`src/design/dtm_pkg.sv`:
```
package dtm_pkg;

  // ----------------------------------------------------------------
  // register map (avalon word addresses)
  // ----------------------------------------------------------------
  localparam logic [2:0] REG_CTRL   = 3'h0;
  localparam logic [2:0] REG_STATUS = 3'h1;
  localparam logic [2:0] REG_HIST0  = 3'h2;
  localparam logic [2:0] REG_HIST3  = 3'h5;

  // ctrl fields
  localparam int CTRL_EXT_REQ   = 0;
  localparam int CTRL_LOOP_REF  = 1;
  localparam int CTRL_ONE_QUAD  = 2;
  localparam int CTRL_HS_FITTED = 3;
  localparam int CTRL_TUNE      = 4;
  localparam int CTRL_SER_LSB   = 5;
  localparam int CTRL_TRIP_RST  = 8;
  localparam logic [6:0] CTRL_RESET = 7'h00;
  localparam logic [1:0] SER_MODE_LINK = 2'h3;

  // status fields
  localparam int STAT_TRIPPED = 8;
  localparam int STAT_MODE    = 9;

  // ----------------------------------------------------------------
  // trip codes, index order is priority order
  // ----------------------------------------------------------------
  localparam int NFLT = 21;
  localparam logic [NFLT-1:0][7:0] FLT_CODE = {
    8'h7b,  // 20 motor_winding_hot 123
    8'h69,  // 19 serial_link_timeout 105
    8'h7d,  // 18 internal_rail_trip 125
    8'h78,  // 17 mains_phase_missing 120
    8'h65,  // 16 phase_order_trip 101
    8'h83,  // 15 option_cpu_watchdog 131
    8'h7c,  // 14 main_cpu_watchdog 124
    8'h6b,  // 13 heatsink_overtemp 107
    8'h7a,  // 12 overload_integral_trip 122
    8'h6a,  // 11 field_overcurrent_trip 106
    8'h6c,  // 10 field_present_during_tune 108
    8'h76,  // 9 field_current_missing 118
    8'h6d,  // 8 speed_feedback_reversed 109
    8'h77,  // 7 speed_feedback_missing 119
    8'h66,  // 6 user_external_trip 102
    8'h67,  // 5 aux_supply_overload 103
    8'h68,  // 4 loop_reference_lost 104
    8'h7e,  // 3 armature_open_trip 126
    8'h79,  // 2 armature_overcurrent_trip 121
    8'h84,  // 1 stored_settings_corrupt 132
    8'h64   // 0 selftest_failure 100
  };
  localparam logic [7:0] OPT_CODE_MIN = 8'h28;
  localparam logic [7:0] OPT_CODE_MAX = 8'h45;
  localparam logic [7:0] CODE_NONE    = 8'h00;

  // ----------------------------------------------------------------
  // timing
  // ----------------------------------------------------------------
  localparam int CLK_MHZ       = 250;
  localparam int FLASH_HALF_MS = 250;
  localparam int FLASH_CYC     = FLASH_HALF_MS * 1000 * CLK_MHZ;
  localparam int SER_LOSS_MS   = 1000;
  localparam int SER_LOSS_CYC  = SER_LOSS_MS * 1000 * CLK_MHZ;

  // ----------------------------------------------------------------
  // types
  // ----------------------------------------------------------------
  typedef enum logic [1:0] {DTM_RUN, DTM_TRIP, DTM_ADJUST} dtm_mode_e;

  typedef struct packed {
    logic selftest_fail;
    logic settings_err;
    logic arm_overcurrent;
    logic fire_advanced;
    logic arm_current_seen;
    logic loop_low;
    logic aux_overcurrent;
    logic tach_lost;
    logic enc_lost;
    logic polarity_bad;
    logic field_current_seen;
    logic field_overcurrent;
    logic field_phased_back;
    logic overload_full;
    logic heatsink_hot;
    logic main_wd;
    logic option_wd;
    logic phase_mismatch;
    logic phase_open;
    logic rail_bad;
    logic serial_rx_toggle;
    logic therm_above_trip;
    logic therm_below_reset;
  } dtm_pins_s;

  // healthy detector levels: field current flowing, thermistor cold
  localparam dtm_pins_s PINS_IDLE = 23'h001001;

  typedef struct packed {
    logic       halted_banner;
    logic       flash_on;
    logic [7:0] mnemonic_code;
  } dtm_disp_s;

endpackage

```
`src/design/dtm_trip_manager.sv`:
```
// Function
// - armature overcurrent detector trips code 121
// - advanced firing without armature current trips 126
// - loop reference below 3mA trips 104
// - selftest fault 100, corrupt settings 132
// - aux supply overcurrent trips code 103
// - external request flag set trips 102
// - no tacho and no encoder trips 119
// - reversed feedback trips 109, not single-quadrant
// - no field current trips code 118
// - field current during tuning trips 108
// - field overcurrent or phased-back current trips 106
// - overload accumulator at trip level trips 122
// - heatsink switch trips 107 when fitted
// - main watchdog 124, option watchdog 131
// - phase order 101, phase open 120, rail 125
// - serial silence in mode 3 trips 105
// - winding thermistor with hysteresis trips 123
// - option module codes 40 to 69
// - trip shows halted banner, flashing mnemonic
// - four newest trip codes kept, shift on trip
// - read-only values frozen while tripped
// - keys enter adjust, left at menu 00 returns
`timescale 1ns/1ps
`default_nettype none

module dtm_trip_manager #(
  parameter int FLASH_CYC    = dtm_pkg::FLASH_CYC,
  parameter int SER_LOSS_CYC = dtm_pkg::SER_LOSS_CYC,
  parameter int NKEY         = 5,
  parameter int LEFT_KEY     = 2
) (
  input  wire logic              clk,
  input  wire logic              rst,
  input  wire logic [2:0]        avs_address,
  input  wire logic              avs_read,
  input  wire logic              avs_write,
  input  wire logic [31:0]       avs_writedata,
  input  wire logic [3:0]        avs_byteenable,
  output logic      [31:0]       avs_readdata,
  output logic                   avs_waitrequest,
  input  wire dtm_pkg::dtm_pins_s fault_pins,
  input  wire logic [NKEY-1:0]   key_pins,
  input  wire logic              menu_is_00,
  input  wire logic              opt_err_valid,
  input  wire logic [7:0]        opt_err_code,
  output logic                   fire_enable,
  output logic                   freeze_ro,
  output logic                   hist_update,
  output dtm_pkg::dtm_disp_s     display
);

  if (FLASH_CYC < 2 || SER_LOSS_CYC < 2 || LEFT_KEY >= NKEY || LEFT_KEY < 0 || NKEY < 1) begin : g_bad
    $error("dtm_trip_manager: unsupported parameter values");
  end

  // ----------------------------------------------------------------
  // pin synchronisers
  // ----------------------------------------------------------------
  dtm_pkg::dtm_pins_s pins_m_r;
  dtm_pkg::dtm_pins_s pins_s_r;
  logic [NKEY-1:0]    key_m_r;
  logic [NKEY-1:0]    key_s_r;
  logic [NKEY-1:0]    key_d_r;
  logic               ser_tog_d_r;

  always_ff @(posedge clk or posedge rst) begin
    if (rst) begin
      // idle levels, else a zero field bit trips at once
      pins_m_r    <= dtm_pkg::PINS_IDLE;
      pins_s_r    <= dtm_pkg::PINS_IDLE;
      key_m_r     <= '0;
      key_s_r     <= '0;
      key_d_r     <= '0;
      ser_tog_d_r <= 1'b0;
    end else begin
      pins_m_r    <= fault_pins;
      pins_s_r    <= pins_m_r;
      key_m_r     <= key_pins;
      key_s_r     <= key_m_r;
      key_d_r     <= key_s_r;
      ser_tog_d_r <= pins_s_r.serial_rx_toggle;
    end
  end

  logic [NKEY-1:0] key_press;
  assign key_press = key_s_r & ~key_d_r;

  // ----------------------------------------------------------------
  // control register
  // ----------------------------------------------------------------
  logic [6:0] ctrl_r;
  logic       bus_wr;
  logic       bus_rd;
  logic       trip_reset;

  assign bus_wr     = avs_write & ~avs_waitrequest;
  assign bus_rd     = avs_read & avs_waitrequest;
  assign trip_reset = bus_wr & (avs_address == dtm_pkg::REG_CTRL) & avs_byteenable[1]
                      & avs_writedata[dtm_pkg::CTRL_TRIP_RST];

  always_ff @(posedge clk or posedge rst) begin
    if (rst) begin
      ctrl_r <= dtm_pkg::CTRL_RESET;
    end else if (bus_wr && avs_address == dtm_pkg::REG_CTRL && avs_byteenable[0]) begin
      ctrl_r <= avs_writedata[6:0];
    end
  end

  logic [1:0] ser_mode;
  assign ser_mode = ctrl_r[dtm_pkg::CTRL_SER_LSB +: 2];

  // ----------------------------------------------------------------
  // serial silence timer and thermistor hysteresis
  // ----------------------------------------------------------------
  logic [31:0] ser_cnt_r;
  logic        ser_lost_r;
  logic        winding_hot_r;

  always_ff @(posedge clk or posedge rst) begin
    if (rst) begin
      ser_cnt_r  <= '0;
      ser_lost_r <= 1'b0;
    end else if (ser_mode != dtm_pkg::SER_MODE_LINK ||
                 pins_s_r.serial_rx_toggle != ser_tog_d_r) begin
      ser_cnt_r  <= '0;
      ser_lost_r <= 1'b0;
    end else if (ser_cnt_r == 32'(SER_LOSS_CYC - 1)) begin
      ser_lost_r <= 1'b1;
    end else begin
      ser_cnt_r <= ser_cnt_r + 32'h1;
    end
  end

  // set above the trip threshold, release only below the lower reset one
  always_ff @(posedge clk or posedge rst) begin
    if (rst) begin
      winding_hot_r <= 1'b0;
    end else if (pins_s_r.therm_above_trip) begin
      winding_hot_r <= 1'b1;
    end else if (pins_s_r.therm_below_reset) begin
      winding_hot_r <= 1'b0;
    end
  end

  // ----------------------------------------------------------------
  // fault qualification
  // ----------------------------------------------------------------
  logic [dtm_pkg::NFLT-1:0] flt;

  always_comb begin
    flt     = '0;
    flt[0]  = pins_s_r.selftest_fail;
    flt[1]  = pins_s_r.settings_err;
    flt[2]  = pins_s_r.arm_overcurrent;
    flt[3]  = pins_s_r.fire_advanced & ~pins_s_r.arm_current_seen;
    flt[4]  = ctrl_r[dtm_pkg::CTRL_LOOP_REF] & pins_s_r.loop_low;
    flt[5]  = pins_s_r.aux_overcurrent;
    flt[6]  = ctrl_r[dtm_pkg::CTRL_EXT_REQ];
    flt[7]  = pins_s_r.tach_lost & pins_s_r.enc_lost;
    flt[8]  = pins_s_r.polarity_bad & ~ctrl_r[dtm_pkg::CTRL_ONE_QUAD];
    flt[9]  = ~pins_s_r.field_current_seen;
    flt[10] = ctrl_r[dtm_pkg::CTRL_TUNE] & pins_s_r.field_current_seen;
    flt[11] = pins_s_r.field_overcurrent |
              (pins_s_r.field_current_seen & pins_s_r.field_phased_back);
    flt[12] = pins_s_r.overload_full;
    flt[13] = ctrl_r[dtm_pkg::CTRL_HS_FITTED] & pins_s_r.heatsink_hot;
    flt[14] = pins_s_r.main_wd;
    flt[15] = pins_s_r.option_wd;
    flt[16] = pins_s_r.phase_mismatch;
    flt[17] = pins_s_r.phase_open;
    flt[18] = pins_s_r.rail_bad;
    flt[19] = ser_lost_r;
    flt[20] = winding_hot_r;
  end

  // lowest index wins when several assert in one cycle
  logic       any_flt;
  logic [7:0] flt_code;

  always_comb begin
    any_flt  = 1'b0;
    flt_code = dtm_pkg::CODE_NONE;
    for (int i = dtm_pkg::NFLT - 1; i >= 0; i--) begin
      if (flt[i]) begin
        any_flt  = 1'b1;
        flt_code = dtm_pkg::FLT_CODE[i];
      end
    end
    if (!any_flt && opt_err_valid && opt_err_code >= dtm_pkg::OPT_CODE_MIN &&
        opt_err_code <= dtm_pkg::OPT_CODE_MAX) begin
      any_flt  = 1'b1;
      flt_code = opt_err_code;
    end
  end

  // ----------------------------------------------------------------
  // trip latch
  // ----------------------------------------------------------------
  logic       tripped_r;
  logic [7:0] code_r;
  logic       new_trip;

  // a fault present at the reset strobe retrips at once
  assign new_trip = any_flt & (~tripped_r | trip_reset);

  always_ff @(posedge clk or posedge rst) begin
    if (rst) begin
      tripped_r <= 1'b0;
      code_r    <= dtm_pkg::CODE_NONE;
    end else if (new_trip) begin
      tripped_r <= 1'b1;
      code_r    <= flt_code;
    end else if (trip_reset) begin
      tripped_r <= 1'b0;
    end
  end

  always_ff @(posedge clk or posedge rst) begin
    if (rst) begin
      fire_enable <= 1'b0;
      freeze_ro   <= 1'b0;
    end else begin
      fire_enable <= ~(tripped_r | new_trip);
      freeze_ro   <= tripped_r | new_trip;
    end
  end

  // ----------------------------------------------------------------
  // trip history
  // ----------------------------------------------------------------
  // software reloads the saved copy after power-up, a trip wins a clash
  logic [3:0][7:0] hist_r;
  logic [1:0]      hist_idx;

  assign hist_idx = 2'(avs_address - dtm_pkg::REG_HIST0);

  always_ff @(posedge clk or posedge rst) begin
    if (rst) begin
      hist_r      <= '0;
      hist_update <= 1'b0;
    end else begin
      hist_update <= new_trip;
      if (new_trip) begin
        hist_r <= {hist_r[2:0], flt_code};
      end else if (bus_wr && avs_byteenable[0] && avs_address >= dtm_pkg::REG_HIST0 &&
                   avs_address <= dtm_pkg::REG_HIST3) begin
        hist_r[hist_idx] <= avs_writedata[7:0];
      end
    end
  end

  // ----------------------------------------------------------------
  // operator mode
  // ----------------------------------------------------------------
  dtm_pkg::dtm_mode_e mode_r;

  always_ff @(posedge clk or posedge rst) begin
    if (rst) begin
      mode_r <= dtm_pkg::DTM_RUN;
    end else if (new_trip) begin
      mode_r <= dtm_pkg::DTM_TRIP;
    end else if (trip_reset) begin
      mode_r <= dtm_pkg::DTM_RUN;
    end else begin
      unique case (mode_r)
        dtm_pkg::DTM_RUN: begin
          mode_r <= dtm_pkg::DTM_RUN;
        end
        dtm_pkg::DTM_TRIP: begin
          if (|key_press) begin
            mode_r <= dtm_pkg::DTM_ADJUST;
          end
        end
        dtm_pkg::DTM_ADJUST: begin
          if (key_press[LEFT_KEY] && menu_is_00) begin
            mode_r <= dtm_pkg::DTM_TRIP;
          end
        end
        default: begin
          mode_r <= dtm_pkg::DTM_TRIP;
        end
      endcase
    end
  end

  // ----------------------------------------------------------------
  // display
  // ----------------------------------------------------------------
  logic [31:0] flash_cnt_r;
  logic        flash_ph_r;

  always_ff @(posedge clk or posedge rst) begin
    if (rst) begin
      flash_cnt_r <= '0;
      flash_ph_r  <= 1'b1;
    end else if (!tripped_r || flash_cnt_r == 32'(FLASH_CYC - 1)) begin
      flash_cnt_r <= '0;
      flash_ph_r  <= ~tripped_r | ~flash_ph_r;
    end else begin
      flash_cnt_r <= flash_cnt_r + 32'h1;
    end
  end

  always_ff @(posedge clk or posedge rst) begin
    if (rst) begin
      display <= '0;
    end else begin
      display.halted_banner <= tripped_r & (mode_r == dtm_pkg::DTM_TRIP);
      display.flash_on      <= tripped_r & flash_ph_r;
      display.mnemonic_code <= tripped_r ? code_r : dtm_pkg::CODE_NONE;
    end
  end

  // ----------------------------------------------------------------
  // avalon slave, one wait state on every access
  // ----------------------------------------------------------------
  logic [31:0] rd_val;

  always_comb begin
    rd_val = '0;
    if (avs_address == dtm_pkg::REG_CTRL) begin
      rd_val[6:0] = ctrl_r;
    end else if (avs_address == dtm_pkg::REG_STATUS) begin
      rd_val[7:0]                        = code_r;
      rd_val[dtm_pkg::STAT_TRIPPED]      = tripped_r;
      rd_val[dtm_pkg::STAT_MODE +: 2]    = mode_r;
    end else if (avs_address >= dtm_pkg::REG_HIST0 && avs_address <= dtm_pkg::REG_HIST3) begin
      rd_val[7:0] = hist_r[hist_idx];
    end
  end

  always_ff @(posedge clk or posedge rst) begin
    if (rst) begin
      avs_waitrequest <= 1'b1;
      avs_readdata    <= '0;
    end else begin
      avs_waitrequest <= ~((avs_read | avs_write) & avs_waitrequest);
      if (bus_rd) begin
        avs_readdata <= rd_val;
      end
    end
  end

endmodule

`default_nettype wire

```
`config.mk`:
```
export PLATFORM = sky130hd
export DESIGN_NAME = dtm_trip_manager
export DESIGN_NICKNAME = d
export VERILOG_FILES = /design/src/design/dtm_pkg.sv /design/src/design/dtm_trip_manager.sv
export SDC_FILE = /design/constraint.sdc
export NUM_CORES = 1
export LEC_CHECK = 0
export BUFFER_PORTS_ARGS = -buffer_cell sky130_fd_sc_hd__buf_2
export CAP_MARGIN = 20
export CORE_ASPECT_RATIO = 1.25
export CORE_MARGIN = 2
export CORE_UTILIZATION = 52
export DETAILED_ROUTE_END_ITERATION = 10
export PLACE_DENSITY_LB_ADDON = 0.05
export SYNTH_ARGS = -nofsm -noshare
export SYNTH_HDL_FRONTEND = slang
export SYNTH_SLANG_ARGS = --single-unit
```
`constraint.sdc`:
```
create_clock -name clk -period 6.4 [get_ports clk]
set_clock_uncertainty 0.15 [all_clocks]
set_input_delay 1.28 -clock clk [delete_from_list [all_inputs] [get_ports clk]]
set_output_delay 1.28 -clock clk [all_outputs]
set_load 0.005 [all_outputs]
```
# After elaboration in Yosys (flattened, before gate mapping)
# Cells that the tools add are included.
[word_totals]
register_bits = 204
in_bits = 81
[op_classes]
eq_ne = 10
n_reduce_logical = 23
n_bitwise = 30
addsub = 3
mux = 71
order_cmp = 6
[op_table]
columns = ["op", "count"]
rows = [
  ["$mux W8", 26],
  ["$mux W32", 5],
  ["$add A32 B1 Y32 const B", 2],
  ["$bwmux W32", 1],
  ["$eq A32 B26 Y1 const B", 1],
  ["$eq A32 B28 Y1 const B", 1],
  ["$mux W1", 28],
  ["$and A1 B1 Y1", 16],
  ["$bmux W8 S2", 1],
  ["$demux W8 S2", 1],
  ["$mux W7", 2],
  ["$logic_and A1 B1 Y1", 11],
  ["$ge A8 B6 Y1 const B", 1],
  ["$le A8 B7 Y1 const B", 1],
  ["$mux W2", 4],
  ["$ne A4 B4 Y1 const B", 2],
  ["$reduce_bool A2 Y1", 4],
  ["$not A1 Y1", 7],
  ["$pmux W2 S3", 1],
  ["$and A5 B5 Y5", 1],
  ["$not A5 Y5", 1],
  ["$or A1 B1 Y1", 5],
  ["$reduce_or A5 Y1", 1],
  ["$mux W4", 1],
  ["16 further kinds", 19],
]

# Logic depth before layout (Yosys ltp)
# Gate-level depths: netlist of the first run.
[logic_depth]
word_depth = 29
ltp_mapped = 8
depth_no_buf = 6

# Worst setup path after synthesis of the first run
# No wires, ideal clock.
[synth_timing]
path_type = "input port to flip-flop"
from = "in opt_err_code[5]"
to = "reg hist_r[24] (netlist name)"
t_arrival_ps = 2760
n_path_buf = 1
path_slack_ps = 3355
required_ps = 6115
cell_stages = 7
cell_sequence = "nor4b_1 -> a2bb2oi_1 -> o2111ai_1 -> nand2_1 -> inv_2 -> clkbuf_1 -> o21ai_0"
[synth_via]
elab_chain_len = 6
elab_cells_between_ends = 8
[synth_lines]
columns = ["element", "line", "source"]
rows = [
  ["start: declaration", "dtm_trip_manager.sv:46", "input wire logic [7:0] opt_err_code,"],
  ["$ge A8 B6 Y1", "dtm_trip_manager.sv:190", "if (!any_flt && opt_err_valid && opt_err_code >= dtm_pkg::OPT_CODE_MIN &&"],
  ["$logic_and A1 B1 Y1", "dtm_trip_manager.sv:190", ""],
  ["$logic_and A1 B1 Y1 *", "dtm_trip_manager.sv:190", ""],
  ["$mux W1 *", "dtm_trip_manager.sv:190", ""],
  ["$and A1 B1 Y1 *", "dtm_trip_manager.sv:205", "assign new_trip = any_flt & (~tripped_r | trip_reset);"],
  ["net new_trip", "dtm_trip_manager.sv:202", "logic new_trip;"],
  ["$mux W32 or $reduce_bool A2 Y1 (tied branches)", "--", ""],
  ["end signal: assignment", "dtm_trip_manager.sv:245", "hist_r <= {hist_r[2:0], flt_code};"],
  ["end signal: indexed assignment", "dtm_trip_manager.sv:248", "hist_r[hist_idx] <= avs_writedata[7:0];"],
  ["end: declaration", "dtm_trip_manager.sv:233", "logic [3:0][7:0] hist_r;"],
]
# The timed path passes the listed nets; every way through them passes the cells marked *.
# A chain may end at the register's enable or synchronous reset.

# Worst setup path after layout of the first run
[layout_timing]
from = "in avs_address[0]"
to = "reg hist_r[16] (netlist name)"
[layout_via]
elab_chain_len = 8
elab_cells_between_ends = 20
[layout_lines]
columns = ["element", "line", "source"]
rows = [
  ["start: declaration", "dtm_trip_manager.sv:35", "input wire logic [2:0] avs_address,"],
  ["$sub A2 B2 Y2", "dtm_trip_manager.sv:236", "assign hist_idx = 2'(avs_address - dtm_pkg::REG_HIST0);"],
  ["$lt A2 B3 Y1 (implied by the code) or $ge A2 B1 Y1 (tied branches)", "dtm_trip_manager.sv:248", ""],
  ["$logic_and A1 B1 Y1 (implied by the code)", "dtm_trip_manager.sv:248", ""],
  ["$mux W8 (implied by the code)", "dtm_trip_manager.sv:248", ""],
  ["$demux W8 S2", "dtm_trip_manager.sv:248", ""],
  ["$bwmux W32", "dtm_trip_manager.sv:248", ""],
  ["$mux W32", "dtm_trip_manager.sv:246", "end else if (bus_wr && avs_byteenable[0] && avs_address >= dtm_pkg::REG_HIST0 &&"],
  ["$mux W32", "dtm_trip_manager.sv:244", "if (new_trip) begin"],
]
# Parallel ways exist; a longest one is shown, timed or not. The select of a mux whose other input is x is not followed.

==> impl_metrics.py, run 1 <==
metrics = {
    "outcome": {
        "status": "finished clean",
    },
    "layout": {
        "drive_gt1_share_pct": 17.13,
        "syn_to_final_growth_pct": 13.41,
        "n_antenna_cell": 0,
        "nets": 1003,
        "fill_cells": 1462,
    },
    "worst_hold_path": {
        "min_from": "pins_m_r[16]",
        "holdCritPathClass": "reg2reg",
        "hold_depth": 0,
        "min_to": "flt[5]",
    },
    "floorplanning": {
        "fp.dieH_um": 152.0,
        "start_util_pct": 52.68,
        "core_mm2": 0.01730,
        "rows": 54,
        "die-area_mm2": 0.01861,
        "ios": 127,
        "die_w_um": 122.4,
    },
    "worst_setup_path": {
        "reg2reg_from": "ctrl_r[0]",
        "critPathMaxFanout": 35,
        "crit_family": "buffers and inverters",
        "cp-start-kind": "input port",
        "cpMaxStageDelayCell": "inv_2",
        "reg2reg_slack_ps": 3140,
        "path_class": "in2reg",
        "crit_path_start": "avs_address[0]",
        "end_kind": "flop",
        "worstPathRequired_ps": 6590,
        "worstPathCellList": "buf_2 > nor3b_1 > and4_1 > nand2b_1 > buf_4 > nand2_1 > inv_2 > o21ai_0",
        "worst_ep_arrival_time_ps": 3720,
        "reg2reg_depth": 7,
        "critPathBufInv": 3,
        "cpPeakStageDelay_ps": 510,
        "r2r-end": "hist_r[7]",
    },
    "sta": {
        "slew_viol_final": 0,
        "finalSetupViolations": 0,
        "worst_pin_slew_ps": 1016,
        "min_period_ps": 3535,
        "max_freq_ghz": 0.2829,
        "hold_viol_final": 0,
        "rsz0062_at_grt": "false",
        "setup-tns-final_ps": 0,
        "fin_hold_ws_ps": 194.8,
        "fin_crit_sh_pct": 55.24,
        "relSlewSlack_pct": 32.11,
    },
    "placement": {
        "gp_congestion": 0.8898,
        "port_buffers": 80,
        "dp_hpwl_um": 13960,
    },
    "global_routing": {
        "grt_max_degree": 138,
        "antenna_found_initial": 0,
        "grt_pass1_vias": 6768,
        "overflow": 0,
        "track_usage_pct": 22.45,
        "grt_pass1_wl_um": 33830,
    },
    "logic_synthesis": {
        "yosys-top-cells-area": "dfrtp_1 54%, o21ai_0 3.4%, mux2i_1 3.2%",
        "ys_types": 62,
        "synth_top_area_share_pct": 54.37,
        "synth.top_cells.by_count": "198 x dfrtp_1, 67 x nor2_1, 62 x o21ai_0, 54 x nand3_1, 52 x nand2_1",
        "yosysMostFrequentCell": "dfrtp_1",
        "synth_area_mm2": 0.009112,
        "yosys.area.top_type": "dfrtp_1",
        "synthFlopType": "dfrtp_1",
        "yosysWarnings": 0,
        "synth_edf_count": 0,
        "avgSynthCellArea_um2": 10.77,
        "synthArstFlopShare_pct": 100.0,
        "seq_area_frac_synth_pct": 56.10,
        "syn_inst": 846,
        "ys_ff_latch": 204,
    },
    "clock_tree": {
        "cts_buffers": 21,
        "holdBufCountCts": 0,
        "clkLatencyLatePin_ps": 490,
        "root_buffer": "clkbuf_16",
        "cts_setup_buffers": 0,
        "cts_tree": "yes",
        "htree_levels": 1,
        "clk_pin_slew_ps": 60,
        "cts.repair.resized": 0,
        "cts.path.max_buffers": 3,
        "cts.sinks": 204,
    },
    "route": {
        "routed_wirelength_um": 20450,
        "detail_route.wl_per_cell_um": 17.66,
        "drc_errors": 0,
        "firstDrtPassIters": 4,
        "drt_iter0_markers": 383,
        "vias": 6714,
        "ant_nets": 0,
        "via_per_inst": 5.798,
    },
    "power_and_ir_drop": {
        "ir_drop_mv": 0.2441,
        "sw_frac_of_total_pct": 24.17,
        "p_sw_w": 0.0007255,
        "p_seq_share_pct": 50.2,
        "p_per_area_mw_per_mm2": 290.5,
        "pwr-share-comb_pct": 9.8,
        "leakagePower_nw": 4.489,
        "p_clk_share_pct": 40.1,
        "intPower_w": 0.002276,
    },
    "flow_run": {
        "maxCapViolations": 0,
    },
}
## power groups by stage
stage,Sequential [W],Clock (W),Combinational (W)
3_3_place_gp,0.00152,0,0.000283
3_5_place_dp,0.00153,0,0.000295
4_1_cts,0.00151,0.00123,0.000296
5_1_grt,0.00152,0.00129,0.000330
6_report,0.00151,0.00120,0.000293
2_1_floorplan,0.00149,0,0.000211
## metrics by stage
step                power (W)  area (um2)  worst slack [ps]  cells  util [%]
floorplan            0.001705        9191              2331    866         -
global placement     0.001804        9647              2464   1120     55.77
detailed placement   0.001823        9647              2385   1120     55.77
CTS                  0.003034       10320              2895   1157     59.66
global route         0.003139       10330              2673   1158     59.75
finish               0.003002       10330              2865   1158     59.75
## how the worst max path moves through the flow
stage | to | slack, ps | cells past startpoint
final | hist_r[16] | 2860 | 8
after CTS | hist_r[16] | 2890 | 8
after floorplan | avs_readdata[0] | 2330 | 1
after detailed placement | hist_r[16] | 2390 | 8
after global placement | hist_r[28] | 2460 | 8
after global routing | hist_r[23] | 2670 | 8
## state kept, by name, summed over array words and instances, names as in the netlist, 5 cells and up
| signal | flops |
|---|---|
| flt | 10 |
| pins_s_r | 13 |
| ser_cnt_r | 32 |
| key_s_r | 5 |
| hist_r | 32 |
| key_d_r | 5 |
| display | 10 |
| ctrl_r | 7 |
| flash_cnt_r | 32 |
| avs_readdata | 11 |
| key_m_r | 5 |
| code_r | 8 |
| pins_m_r | 23 |
## cells by family (layout without fill, tap and decap cells)
| family | after synthesis | in the layout | share of synthesized area, % |
|---|---|---|---|
| AND/OR/NAND/NOR | 315 | 315 | 18.15 |
| flip-flops | 204 | 204 | 56.10 |
| AO/OA/AOI/OAI | 155 | 155 | 10.42 |
| buffers and inverters | 77 | 145 | 4.147 |
| multiplexers | 52 | 52 | 7.016 |
| XOR/XNOR | 40 | 40 | 3.845 |
| adder cells (fa/ha/maj) | 2 | 2 | 0.2746 |
| other | 1 | 21 | 0.04115 |
## layout make-up
cell class | count | area [um2] | share of cell area [%]
clock buffers | 31 | 593.1 | 5.739
flip-flops and latches | 204 | 5112 | 49.47
multi-input cells | 585 | 3710 | 35.90
clock inverters | 6 | 80.08 | 0.7748
inverters | 20 | 78.83 | 0.7627
well taps | 224 | 280.3 | 2.712
repair buffers | 88 | 480.5 | 4.649
## layout by cell type, fill, tap and decap left out, types with 9 or more instances in the layout
cell	count
nand4_1	21
nand2b_1	9
nand3_1	54
mux2_2	15
a31oi_1	10
buf_2	80
xnor2_1	16
and3_1	11
xor2_1	24
dfrtp_1	198
clkbuf_16	21
and2_1	14
nand2_1	52
o21ai_0	62
a22oi_1	9
conb_1	21
nor3_1	16
mux2i_1	29
and4_1	9
nor4_1	11
or3_1	16
a21oi_1	33
nor2_1	67
inv_1	18
## metal layers
metal | global-route usage [%] | part of all wire (%) | vias to the layer above
met1 | 29.61 | 42 | 3381
met2 | 37.88 | 51 | 151
met4 | 7.389 | 2.4 | 0
met3 | 3.341 | 4.1 | 38
li1 | - | - | 3144
met5 | 0 | 0 | -
No activity file was read; power rests on OpenSTA's default activity.
==> inputs of run 2 (changes only) <==
clock period = 3.2 ns   (was 6.4 ns; I/O delays follow)
==> impl_metrics.py, run 2 (synthesis results as in run 1) <==
metrics = {
    "clock_tree": {
        "cts_tree": "yes",
        "holdBufCountCts": 0,
        "cts.sinks": 204,
        "cts.repair.resized": 0,
        "cts_setup_buffers": 0,
        "clk_pin_slew_ps": 60,
        "root_buffer": "clkbuf_16",
        "clkLatencyLatePin_ps": 500,
        "htree_levels": 1,
        "cts.path.max_buffers": 3,
        "cts_buffers": 21,
    },
    "layout": {
        "nets": 1017,
        "layout_commonest_cell": "dfrtp_1",
        "seq_area_mm2": 0.005112,
        "fill_cells": 1489,
        "reg.largest.list": "flash_cnt_r: 32 flops, hist_r: 32 flops, ser_cnt_r: 32 flops",
        "layout_common_cells": "198 x dfrtp_1, 80 x buf_2, 67 x nor2_1, 62 x o21ai_0, 54 x nand3_1",
        "final_cells": 1169,
        "n_antenna_cell": 0,
        "multi_input_area_mm2": 0.003710,
        "drive_gt1_share_pct": 18.52,
        "syn_to_final_growth_pct": 14.65,
    },
    "worst_setup_path": {
        "critPathMaxFanout": 9,
        "worstPathRequired_ps": 3470,
        "worst_ep_arrival_time_ps": 2900,
        "reg2reg_from": "ser_cnt_r[7]",
        "end_kind": "flop",
        "path_class": "reg2reg",
        "cp-start-kind": "flop",
        "crit_path_start": "ser_cnt_r[7]",
    },
    "placement": {
        "port_buffers": 80,
        "place_inst": 1135,
        "gp_congestion": 0.8873,
        "dp_hpwl_um": 14740,
    },
    "outcome": {
        "status": "finished clean",
    },
    "global_routing": {
        "grt_pass1_vias": 6839,
        "grt_pass1_wl_um": 34470,
        "overflow": 0,
        "antenna_found_initial": 0,
        "grt_max_degree": 45,
        "track_usage_pct": 23.03,
    },
    "sta": {
        "worst_pin_slew_ps": 868.4,
        "rsz0062_at_grt": "false",
        "fin_crit_sh_pct": 82.22,
        "setup-tns-final_ps": 0,
        "min_period_ps": 2631,
        "fin_hold_ws_ps": 95.62,
        "finalSetupViolations": 0,
        "relSlewSlack_pct": 41.98,
        "max_freq_ghz": 0.3801,
        "hold_viol_final": 0,
        "slew_viol_final": 0,
    },
    "route": {
        "ant_nets": 0,
        "routed_wirelength_um": 20970,
        "drc_errors": 0,
        "via_per_inst": 5.806,
        "detail_route.wl_per_cell_um": 17.94,
        "drt_iter0_markers": 368,
        "vias": 6787,
        "firstDrtPassIters": 5,
    },
    "floorplanning": {
        "ios": 127,
        "start_util_pct": 52.68,
        "die_w_um": 122.4,
        "fp.dieH_um": 152.0,
        "rows": 54,
        "die-area_mm2": 0.01861,
        "core_mm2": 0.01730,
    },
    "flow_run": {
        "maxCapViolations": 0,
    },
    "power_and_ir_drop": {
        "p_per_area_mw_per_mm2": 567.9,
        "ir_drop_mv": 0.4713,
        "leakagePower_nw": 4.550,
    },
    "worst_hold_path": {
        "holdCritPathClass": "in2reg",
        "min_from": "fault_pins[0]",
    },
}
==> run 2: changes by cell type in the layout (fill, tap and decap cells not counted), sizes merged <==
| cell | previous run | this run |
|---|---|---|
| buf | 88 | 102 |
| clkbuf | 31 | 26 |
| clkinvlp | 1 | 3 |
| bufinv | 2 | 1 |
| clkinv | 4 | 5 |
==> run 2: through the flow <==
step	instance area (um2)	worst slack, ps	utilization (%)	total power [W]
floorplan	9191	-229.4	-	0.003411
global placement	9809	574.1	56.71	0.003630
detailed placement	9809	479.9	56.71	0.003673
CTS	10450	580.1	60.40	0.005994
global route	10450	462.5	60.40	0.006182
finish	10450	569.1	60.40	0.005933
==> run 2: cell type report <==
type	count	area share, %
clock buffers	26	5.401
clock inverters	8	0.7066
inverters	20	0.7545
multi-input cells	585	35.51
flip-flops and latches	204	48.93
well taps	224	2.683
repair buffers	102	6.012
==> run 2: worst paths after layout <==
| kind | endpoint | slack (ps) | depth (start not counted) |
|---|---|---|---|
| min in group asynchronous | pins_m_r[8] | 170 | 2 |
| hold reg to reg | pins_s_r[14] | 200 | 0 |
| setup / recovery | ser_cnt_r[28] | 570 | 5 |
| hold / removal | pins_m_r[0] | 100 | 1 |
| max in group asynchronous | avs_waitrequest | 1960 | 3 |
| setup reg to reg | ser_cnt_r[28] | 570 | 5 |
==> run 2: routing by layer <==
layer / GRT usage (%) / up-vias / routed length, um
met4: 8.155 / 0 / 676
met3: 3.378 / 46 / 921
met2: 40.24 / 192 / 10770
met5: 0 / - / 0
met1: 28.84 / 3371 / 8597
li1: - / 3178 / -
==> run 2: power by group <==
group / switching (W) / internal [W]
sequential: 0.000189 / 0.00282
combinational: 0.000310 / 0.000301
clock: 0.000982 / 0.00133
total: 0.00148 / 0.00445
==> run 2: critical path: stages, from the launching register on <==
cell     delay [ps]
dfrtp_1         440
nand2_2         130
or3_1           500
or4_1           660
or4_1           520
a21oi_1         150
==> inputs of run 3 (changes only) <==
CORE_UTILIZATION = 57   (was 52)
clock period = 2.5 ns   (was 3.2 ns; I/O delays follow)
==> impl_metrics.py, run 3 (synthesis results as in run 1) <==
metrics = {
    "power_and_ir_drop": {
        "ir_drop_mv": 0.5848,
        "pwr-share-comb_pct": 11.0,
        "p_sw_w": 0.001911,
        "p_per_area_mw_per_mm2": 705.6,
        "p_clk_share_pct": 38.8,
        "sw_frac_of_total_pct": 24.82,
        "leakagePower_nw": 4.785,
        "intPower_w": 0.005790,
        "p_seq_share_pct": 50.2,
    },
    "clock_tree": {
        "cts_setup_buffers": 0,
        "cts_buffers": 21,
        "cts_tree": "yes",
        "root_buffer": "clkbuf_16",
        "clkLatencyLatePin_ps": 500,
        "htree_levels": 1,
        "clk_pin_slew_ps": 60,
        "cts.sinks": 204,
        "cts.path.max_buffers": 3,
    },
    "sta": {
        "finalSetupViolations": 0,
        "relSlewSlack_pct": 53.78,
        "rsz0062_at_grt": "false",
        "slew_viol_final": 0,
        "fin_hold_ws_ps": 39.94,
        "setup-tns-final_ps": 0,
        "max_freq_ghz": 0.4245,
        "fin_crit_sh_pct": 94.22,
        "fin_ws_ps": 144.5,
        "min_period_ps": 2355,
        "worst_pin_slew_ps": 691.4,
        "hold_viol_final": 0,
    },
    "layout": {
        "reg.largest.list": "flash_cnt_r: 32 flops, hist_r: 32 flops, ser_cnt_r: 32 flops",
        "layout_commonest_cell": "dfrtp_1",
        "stdcell_area_mm2": 0.01091,
        "syn_to_final_growth_pct": 19.76,
        "layout_common_cells": "198 x dfrtp_1, 80 x buf_2, 67 x nor2_1, 62 x o21ai_0, 54 x nand3_1",
        "nets": 1065,
        "seq_area_mm2": 0.005112,
        "n_antenna_cell": 0,
        "fill_cells": 1194,
        "final_cells": 1208,
        "drive_gt1_share_pct": 19.78,
        "multi_input_area_mm2": 0.003720,
    },
    "global_routing": {
        "track_usage_pct": 25.88,
        "grt_max_degree": 50,
        "antenna_found_initial": 0,
        "overflow": 0,
        "grt_pass1_vias": 7100,
        "grt_pass1_wl_um": 35270,
    },
    "placement": {
        "placed_area_mm2": 0.009942,
        "gp_congestion": 0.8859,
        "place_inst": 1141,
        "dp_slack_ps": 43.75,
        "port_buffers": 80,
        "dp_hpwl_um": 15130,
    },
    "worst_setup_path": {
        "end_kind": "flop",
        "critPathMaxFanout": 7,
        "cpMaxStageDelayCell": "or4_4",
        "cp-start-kind": "flop",
        "worstPathCellList": "ha_1 > and3_1 > nand2_1 > or4_4 > or4_1 > a21oi_1",
        "worstPathRequired_ps": 2770,
        "cpPeakStageDelay_ps": 590,
        "path_class": "reg2reg",
        "reg2reg_slack_ps": 140,
        "worst_ep_arrival_time_ps": 2630,
    },
    "worst_hold_path": {
        "holdCritPathClass": "in2reg",
    },
    "route": {
        "detail_route.wl_per_cell_um": 17.81,
        "via_per_inst": 5.824,
        "drt_iter0_markers": 468,
        "drc_errors": 0,
        "routed_wirelength_um": 21510,
        "vias": 7035,
        "firstDrtPassIters": 5,
        "ant_nets": 0,
    },
    "floorplanning": {
        "die_w_um": 117.1,
        "start_util_pct": 58.29,
        "ios": 127,
        "fp.dieH_um": 145.4,
        "die-area_mm2": 0.01702,
        "rows": 51,
        "core_mm2": 0.01563,
    },
    "flow_run": {
        "maxCapViolations": 0,
    },
    "outcome": {
        "status": "finished clean",
    },
}
==> run 3: power groups by stage <==
| stage | clock, W | combinational, W | sequential (W) |
|---|---|---|---|
| floorplan | 0 | 0.000539 | 0.00383 |
| global placement | 0 | 0.000780 | 0.00389 |
| detailed placement | 0 | 0.000809 | 0.00391 |
| CTS | 0.00304 | 0.000852 | 0.00386 |
| global route | 0.00321 | 0.000940 | 0.00389 |
| finish | 0.00299 | 0.000847 | 0.00386 |
==> run 3: what timing repair did <==
item / 4_1_cts / 5_1_grt
gates resized for setup: 0 / 2
setup endpoints to repair: 0 / 29
endpoints found under the hold margin: 42 / 0
hold buffers: 30 / 0
==> run 3: worst paths after layout <==
check	cells past startpoint	end	from
setup / recovery	6	ser_cnt_r[28]	ser_cnt_r[0]
hold / removal	2	avs_waitrequest	avs_write
setup reg to reg	6	ser_cnt_r[28]	ser_cnt_r[0]
hold reg to reg	0	flt[18]	pins_m_r[3]
max in group asynchronous	4	flash_ph_r	rst
min in group asynchronous	3	flt[0]	rst
==> run 3: area by class of cell <==
class | count | share of cell area [%]
Timing Repair Buffer | 150 | 9.860
Sequential cell | 204 | 46.85
Tap cell | 212 | 2.431
Clock inverter | 9 | 0.7223
Inverter | 20 | 0.7223
Clock buffer | 28 | 5.331
Multi-Input combinational cell | 585 | 34.09
==> run 3: per-layer routing <==
layer	wire length [um]	vias up	track usage, %
met5	0	-	0
met2	11670	194	45.69
met4	501	0	8.059
met3	834	36	4.040
li1	-	3278	-
met1	8504	3527	32.36
==> run 3: metrics by stage <==
step	total power (W)	utilization, %
floorplan	0.004365	-
global placement	0.004671	63.59
detailed placement	0.004724	63.59
CTS	0.007754	69.74
global route	0.008037	69.80
finish	0.007701	69.80
==> run 3: critical path: cells and delay by family (launching register included) <==
family,cells,cell delay [ps]
AOI/OAI and AO/OA,1,150
and+or+nand+nor,4,1370
adders and majority gates,1,200
DFF,1,400
